File: src/ccic_pkg.sv
// package for the calibration and interrupt configuration register bank
// assumes a 16-bit register port with word addresses from the serial host port
package ccic_pkg;
    localparam logic [9:0]  ADDR_CTRL  = 10'h002;
    localparam logic [9:0]  ADDR_LEVEL = 10'h003;
    localparam logic [9:0]  ADDR_RECAL = 10'h004;
    localparam logic [9:0]  ADDR_LOWEN = 10'h005;
    localparam int          NUM_STEPS  = 12;
    localparam int          LOWEN_BITS = 7;
    localparam logic [3:0]  SKIP_MAX   = 4'hB;
    localparam logic [3:0]  SKIP_RST   = 4'h0;
    localparam logic [3:0]  FP_PER_RST = 4'hF;
    localparam logic [3:0]  LP_PER_RST = 4'hF;
    localparam logic [1:0]  TMO_RST    = 2'h0;
    localparam logic [7:0]  LVL_RST    = 8'h40;
    localparam logic [5:0]  RATE_RST   = 6'h01;
    localparam logic [1:0]  SLOW_RST   = 2'h0;
    localparam logic [9:0]  FPR_RST    = 10'h3FF;
    localparam logic [5:0]  LPR_RST    = 6'h3F;
    localparam logic [6:0]  LOWEN_RST  = 7'h00;
    localparam int          FORCE_BIT  = 14;
    localparam int          RESTART_BIT = 15;

    typedef struct packed {
        logic       restart;
        logic       force_cal;
        logic [1:0] sleep_timeout_select;
        logic [3:0] low_power_near_period;
        logic [3:0] full_power_near_period;
        logic [3:0] fast_filter_skip_count;
    } ccic_ctrl_type;

    typedef struct packed {
        logic [1:0] slow_filter_level;
        logic [5:0] detect_rate;
        logic [7:0] near_recal_level;
    } ccic_level_type;

    typedef struct packed {
        logic [5:0] low_power_recal_time;
        logic [9:0] full_power_recal_time;
    } ccic_recal_type;
endpackage

File: src/ccic_regs.sv
// calibration/proximity configuration and low-threshold interrupt enables
// assumes reg_wr/reg_rd strobes one cycle long, synchronous to mclk
`timescale 1ns/1ps
`default_nettype none
// Overview of operation
// - skip field bits 3:0, code N skips N+1 conversions, max 1011, reset 0
// - full-power proximity period bits 7:4, reset all ones
// - low-power proximity period bits 11:8, reset all ones, timeout base
// - timeout is low-power period times 1.25, 1.5, 1.75 or 2 by bits 13:12
// - bit 14 set forces every conversion step to recalibrate
// - bit 15 restarts the sequence at the first step, then self-clears
// - level 7:0 reset 64, rate 13:8 reset 1, slow filter 15:14 reset 0
// - full-power recalibration time bits 9:0, reset 3FF
// - low-power recalibration time bits 15:10, reset 3F
// - low enable bit n lets step n low exceedance assert the interrupt
// - sequence has at most twelve steps numbered from zero
module ccic_regs
    import ccic_pkg::*;
(
    // clock and reset
    input  wire logic                  mclk,
    input  wire logic                  rst_n,
    input  wire logic                  soft_reset,
    // register port
    input  wire logic                  reg_wr,
    input  wire logic                  reg_rd,
    input  wire logic [9:0]            reg_addr,
    input  wire logic [15:0]           reg_wdata,
    output logic      [15:0]           reg_rdata,
    output logic                       reg_hit,
    // datapath status
    input  wire logic [NUM_STEPS-1:0]  step_low_exceeded,
    // configuration out
    output ccic_ctrl_type              ctrl,
    output ccic_level_type             level,
    output ccic_recal_type             recal,
    output logic      [LOWEN_BITS-1:0] low_irq_enable,
    output logic      [4:0]            skip_conversions,
    output logic      [6:0]            sleep_timeout_quarters,
    output logic                       sequence_restart,
    output logic                       force_recal,
    output logic                       low_irq
);
    ccic_ctrl_type               ctrl_reg;
    ccic_ctrl_type               ctrl_next;
    ccic_level_type              level_reg;
    ccic_level_type              level_next;
    ccic_recal_type              recal_reg;
    ccic_recal_type              recal_next;
    logic      [LOWEN_BITS-1:0]  lowen_reg;
    logic      [LOWEN_BITS-1:0]  lowen_next;
    logic      [15:0]            rdata_reg;
    logic      [15:0]            rdata_next;
    logic                        irq_reg;
    logic                        irq_next;
    logic      [4:0]             skip_reg;
    logic      [4:0]             skip_next;
    logic      [6:0]             tmo_reg;
    logic      [6:0]             tmo_next;

    // derived outputs while in reset
    localparam logic [4:0] SKIP_TOTAL_RST = 5'(SKIP_RST) + 5'h01;
    localparam logic [6:0] TMO_QTR_RST    = 7'(7'(LP_PER_RST) * (7'(TMO_RST) + 7'h05));

    function automatic logic wr_to(input logic [9:0] a);
        return reg_wr && (reg_addr == a);
    endfunction

    function automatic ccic_ctrl_type ctrl_defaults();
        ccic_ctrl_type c;
        c.restart                = 1'b0;
        c.force_cal              = 1'b0;
        c.sleep_timeout_select   = TMO_RST;
        c.low_power_near_period  = LP_PER_RST;
        c.full_power_near_period = FP_PER_RST;
        c.fast_filter_skip_count = SKIP_RST;
        return c;
    endfunction

    function automatic ccic_level_type level_defaults();
        ccic_level_type l;
        l.slow_filter_level = SLOW_RST;
        l.detect_rate       = RATE_RST;
        l.near_recal_level  = LVL_RST;
        return l;
    endfunction

    function automatic ccic_recal_type recal_defaults();
        ccic_recal_type r;
        r.low_power_recal_time  = LPR_RST;
        r.full_power_recal_time = FPR_RST;
        return r;
    endfunction

    // word addresses of this bank
    function automatic logic mapped(input logic [9:0] a);
        return (a >= ADDR_CTRL) && (a <= ADDR_LOWEN);
    endfunction

    // codes past the last step clamp to the longest legal skip
    function automatic logic [3:0] clamp_skip(input logic [3:0] code);
        return (code > SKIP_MAX) ? SKIP_MAX : code;
    endfunction

    // skip code N means N+1 conversions skipped
    function automatic logic [4:0] skip_total(input logic [3:0] code);
        return {1'b0, code} + 5'h01;
    endfunction

    // timeout in quarter periods: period * (5 + select), at most 120
    function automatic logic [6:0] timeout_quarters(input logic [3:0] period,
                                                    input logic [1:0] sel);
        return 7'({3'b000, period} * ({5'h00, sel} + 7'h05));
    endfunction

    // control word: writes, skip clamp, self-clearing restart
    always_comb
    begin
        ctrl_next         = ctrl_reg;
        ctrl_next.restart = 1'b0;
        if (soft_reset)
        begin
            ctrl_next = ctrl_defaults();
        end
        else if (wr_to(ADDR_CTRL))
        begin
            ctrl_next = ccic_ctrl_type'(reg_wdata);
            ctrl_next.fast_filter_skip_count = clamp_skip(reg_wdata[3:0]);
        end
    end

    always_ff @(posedge mclk or negedge rst_n)
    begin
        if (!rst_n)
        begin
            ctrl_reg <= ctrl_defaults();
        end
        else
        begin
            ctrl_reg <= ctrl_next;
        end
    end

    // proximity level, rate and slow filter word
    always_comb
    begin
        level_next = level_reg;
        if (soft_reset)
        begin
            level_next = level_defaults();
        end
        else if (wr_to(ADDR_LEVEL))
        begin
            level_next = ccic_level_type'(reg_wdata);
        end
    end

    always_ff @(posedge mclk or negedge rst_n)
    begin
        if (!rst_n)
        begin
            level_reg <= level_defaults();
        end
        else
        begin
            level_reg <= level_next;
        end
    end

    // proximity recalibration times word
    always_comb
    begin
        recal_next = recal_reg;
        if (soft_reset)
        begin
            recal_next = recal_defaults();
        end
        else if (wr_to(ADDR_RECAL))
        begin
            recal_next = ccic_recal_type'(reg_wdata);
        end
    end

    always_ff @(posedge mclk or negedge rst_n)
    begin
        if (!rst_n)
        begin
            recal_reg <= recal_defaults();
        end
        else
        begin
            recal_reg <= recal_next;
        end
    end

    // low enables; bits 15:7 are not stored
    always_comb
    begin
        lowen_next = lowen_reg;
        if (soft_reset)
        begin
            lowen_next = LOWEN_RST;
        end
        else if (wr_to(ADDR_LOWEN))
        begin
            lowen_next = reg_wdata[LOWEN_BITS-1:0];
        end
    end

    always_ff @(posedge mclk or negedge rst_n)
    begin
        if (!rst_n)
        begin
            lowen_reg <= LOWEN_RST;
        end
        else
        begin
            lowen_reg <= lowen_next;
        end
    end

    // derived values follow the control word in the same cycle
    always_comb
    begin
        skip_next = skip_total(ctrl_next.fast_filter_skip_count);
        tmo_next  = timeout_quarters(ctrl_next.low_power_near_period,
                                     ctrl_next.sleep_timeout_select);
    end

    always_ff @(posedge mclk or negedge rst_n)
    begin
        if (!rst_n)
        begin
            skip_reg <= SKIP_TOTAL_RST;
            tmo_reg  <= TMO_QTR_RST;
        end
        else
        begin
            skip_reg <= skip_next;
            tmo_reg  <= tmo_next;
        end
    end

    // read back, held until the next read
    always_comb
    begin
        rdata_next = rdata_reg;
        if (reg_rd)
        begin
            case (reg_addr)
                ADDR_CTRL:  rdata_next = {1'b0, 15'(ctrl_reg)};
                ADDR_LEVEL: rdata_next = 16'(level_reg);
                ADDR_RECAL: rdata_next = 16'(recal_reg);
                ADDR_LOWEN: rdata_next = {9'h000, lowen_reg};
                default:    rdata_next = 16'h0000;
            endcase
        end
    end

    always_ff @(posedge mclk or negedge rst_n)
    begin
        if (!rst_n)
        begin
            rdata_reg <= 16'h0000;
        end
        else
        begin
            rdata_reg <= rdata_next;
        end
    end

    // steps 7 and up have no enable here and stay masked
    always_comb
    begin
        irq_next = |(step_low_exceeded[LOWEN_BITS-1:0] & lowen_reg);
    end

    always_ff @(posedge mclk or negedge rst_n)
    begin
        if (!rst_n)
        begin
            irq_reg <= 1'b0;
        end
        else
        begin
            irq_reg <= irq_next;
        end
    end

    // outputs
    assign reg_hit   = (reg_rd || reg_wr) && mapped(reg_addr);
    assign reg_rdata = rdata_reg;
    assign low_irq   = irq_reg;
    assign ctrl      = ctrl_reg;
    assign level     = level_reg;
    assign recal     = recal_reg;
    assign low_irq_enable   = lowen_reg;
    assign sequence_restart = ctrl_reg.restart;
    assign force_recal      = ctrl_reg.force_cal;
    assign skip_conversions = skip_reg;
    assign sleep_timeout_quarters = tmo_reg;
endmodule
`default_nettype wire

File: config.mk
export PLATFORM = sky130hd
export DESIGN_NAME = ccic_regs
export DESIGN_NICKNAME = d
export VERILOG_FILES = /design/src/ccic_pkg.sv /design/src/ccic_regs.sv
export SDC_FILE = /design/constraint.sdc
export NUM_CORES = 1
export LEC_CHECK = 0
export CAP_MARGIN = 10
export CORE_MARGIN = 4
export CORE_UTILIZATION = 41
export CTS_CLUSTER_DIAMETER = 40
export DETAILED_ROUTE_END_ITERATION = 8
export DONT_BUFFER_PORTS = 1
export PLACE_DENSITY = 0.62
export SETUP_SLACK_MARGIN = 0.15
export SLEW_MARGIN = 25
export SYNTH_ARGS = -nofsm -noshare
export SYNTH_HDL_FRONTEND = slang
export SYNTH_SLANG_ARGS = --single-unit
File: constraint.sdc
create_clock -name mclk -period 11 [get_ports mclk]
set_clock_uncertainty 0.15 [all_clocks]
set_input_delay 1.1 -clock mclk [delete_from_list [all_inputs] [get_ports mclk]]
set_output_delay 1.1 -clock mclk [all_outputs]
set_load 0.1 [all_outputs]
==> impl_metrics.yaml <==
clock_network:
  cts_buffers: 9
  post-cts-setup-buffer-count: 0
  cts-resized-gates: 0
  clk_path_buf_depth: 2
  ctsRootBufferMaster: "clkbuf_8"
  cts_sinks: 84
  hold_buffers: 0
  htreeDepth: 3
  clock_latency_ns: 0.35
  path_clk_slew_ns: 0.09
  cts_tree: "built"
timing:
  tns_ns: 0
  slew_violations: 0
  finalHoldViolCount: 0
  setup_violations: 0
  fmax_mhz: 176.3
  worst_pin_slew_ns: 1.018
  grt_setup_unrepaired: "no"
  timing.slew.headroom: 0.3212
  setup_slack_ns: 5.327
  period_share: 0.5157
  min_period_ns: 5.673
synth:
  synth_mux_area_frac: 0.06308
  netlist_instances: 424
  seq_area_frac_synth: 0.5165
  post-synth-top-area-fraction: 0.3200
  yosysWarnings: 0
  yosys_register_bits: 84
  synth_flop_cell: "dfrtp_1"
  synth_cell_type_count: 46
  synth-edff-count: 0
  synth_top_family_by_area: "simple AND/OR/NAND/NOR gates"
  synth-xor-area-share: 0.01056
  synthesis.nets: 482
  yosysTopAreaCell: "dfrtp_1"
  synth-simple-area-share: 0.1902
  synth-adder-area-share: 0.04890
  synth_compound_area_frac: 0.1213
  syn-mean-instance-area_um2: 9.776
  synth.cell_area_um2: 4145
  synth_area_leaders: "dfrtp_1 32%, dfstp_2 20%, nand2_1 8.3%, mux2i_1 6.0%, a21oi_1 4.1%"
  synth_async_sr_flop_share: 1.000
global_route:
  grtUsageTotal: 0.2016
  grt_pass1_wl_um: 18020
  grt_pass1_vias: 3203
  grt_max_degree: 85
  antenna_found_initial: 0
  gr-total-overflow: 0
critical_path:
  end_kind: "register"
  criticalPathCategory: "in2reg"
  worstPathCellList: "or4_4, nor3_2, nand2_1, nand2_1, a21oi_1, ha_1, mux2i_1, or2_2, ha_1, fa_1, fa_1, a21o_1, a21oi_1, xor2_1, xnor2_1"
  critPathMaxStageDelay_ns: 0.66
  cp.arrival_ns: 5.81
  startpoint_type: "input port"
  crit_path_top_delay_cell: "nor3_2"
  critPathRequiredTime_ns: 11.13
  cp_max_fo: 10
final_layout:
  final_common_cell: "nand2_1"
  fillers: 981
  postLayoutCellArea_um2: 4444
  finalNonFillerCells: 549
  final_nets: 469
  regArea_um2: 2143
  utilization: 0.4526
  drive_gt1_frac: 0.1587
  n_antenna_cell: 0
  multi_input_area_um2: 1812
  layout_common_cells: "92 x nand2_1, 51 x dfrtp_1, 34 x a21oi_1"
  area_growth_pct: 7.214
floorplanning:
  die_w_um: 108.6
  io_pins: 130
  row_count: 36
  die_h_um: 108.6
  die-area_um2: 11780
  start_util: 0.4221
  coreArea_um2: 9819
power_and_ir_drop:
  power_density_nw_per_um2: 127.0
  cellLeakagePower_nw: 1.880
  peakVddDrop_mv: 0.04478
route:
  wirelength_um: 11550
  vias: 3092
  ant_nets: 0
  routedWlPerCell_um: 21.04
  drc_errors: 0
  drtPass1Iterations: 5
  avgViaCountPerCell: 5.632
  drt_iter0_drc: 209
placement:
  io_buffers: 0
  dpl.cell_count: 533
  place_congestion: 0.8087
  place_ws_ns: 4.938
  dpl-instance-area_um2: 4228
  dp_hpwl_um: 8077
outcome:
  status: "finished clean"
run:
  drv_cap: 0
worst_hold_path:
  hold_path.class: "in2async"
-- where the power goes --
group	switching (mW)	internal, mW
Sequential	0.00185	0.309
Combinational	0.00620	0.00506
Clock	0.109	0.133
Total	0.117	0.448
-- stage by stage --
step,hold slack (ns),power (mW)
floorplan,0.5610,0.3304
global placement,0.5795,0.3281
detailed placement,0.5857,0.3281
CTS,0.2575,0.5743
global route,0.2590,0.5853
finish,0.2838,0.5645
-- cell usage after synthesis, types with 5 or more instances --
master,instances
dfrtp_1,53
clkbuf_1,20
mux2i_1,25
ha_1,13
inv_1,19
nor2_1,12
nand3_1,33
dfstp_2,31
nand2_1,92
a21oi_1,34
and2_1,5
o22ai_1,16
-- metal layers --
metal	wire length [um]	track usage	vias up
li1	-	-	1436
met1	4606	0.2508	1506
met2	5396	0.3208	130
met3	1260	0.06746	20
met4	289	0.08476	0
met5	0	0	-
-- critical path: cells and delay by family --
kind                     cells  cell delay (ns)
AND/OR/NAND/NOR              5             2.15
adder cells (fa/ha/maj)      4             1.61
AO/OA/AOI/OAI                3             0.48
XOR/XNOR                     2             0.33
multiplexers                 1             0.15
-- final cells by class --
cell class	instances	share of cell area
inverters	19	0.01605
flip-flops and latches	84	0.4823
multi-input cells	292	0.4077
well taps	133	0.03744
repair buffers	5	0.007883
clock inverters	5	0.01689
clock buffers	11	0.03181
-- cells by family (layout without fill, tap and decap cells) --
group / after synthesis / in the layout
buffers and inverters: 48 / 40
multiplexers: 26 / 26
AO/OA/AOI/OAI: 78 / 78
XOR/XNOR: 5 / 5
AND/OR/NAND/NOR: 168 / 168
flip-flops: 84 / 84
adder cells (fa/ha/maj): 15 / 15
-- final timing paths --
check                                 start                        end  slack [ns]  cells past startpoint
worst max-delay path            reg_addr[5]  sleep_timeout_quarters[6]        5.33                     15
worst min-delay path                  rst_n               reg_rdata[2]        0.28                      0
worst max register to register     ctrl[12]  sleep_timeout_quarters[6]        6.27                     13
worst min register to register     recal[7]                   recal[7]        0.59                      2
max in group asynchronous             rst_n                  recal[13]       10.20                      0
min in group mclk                  recal[7]                   recal[7]        0.59                      2
No activity file was read; power rests on OpenSTA's default activity.
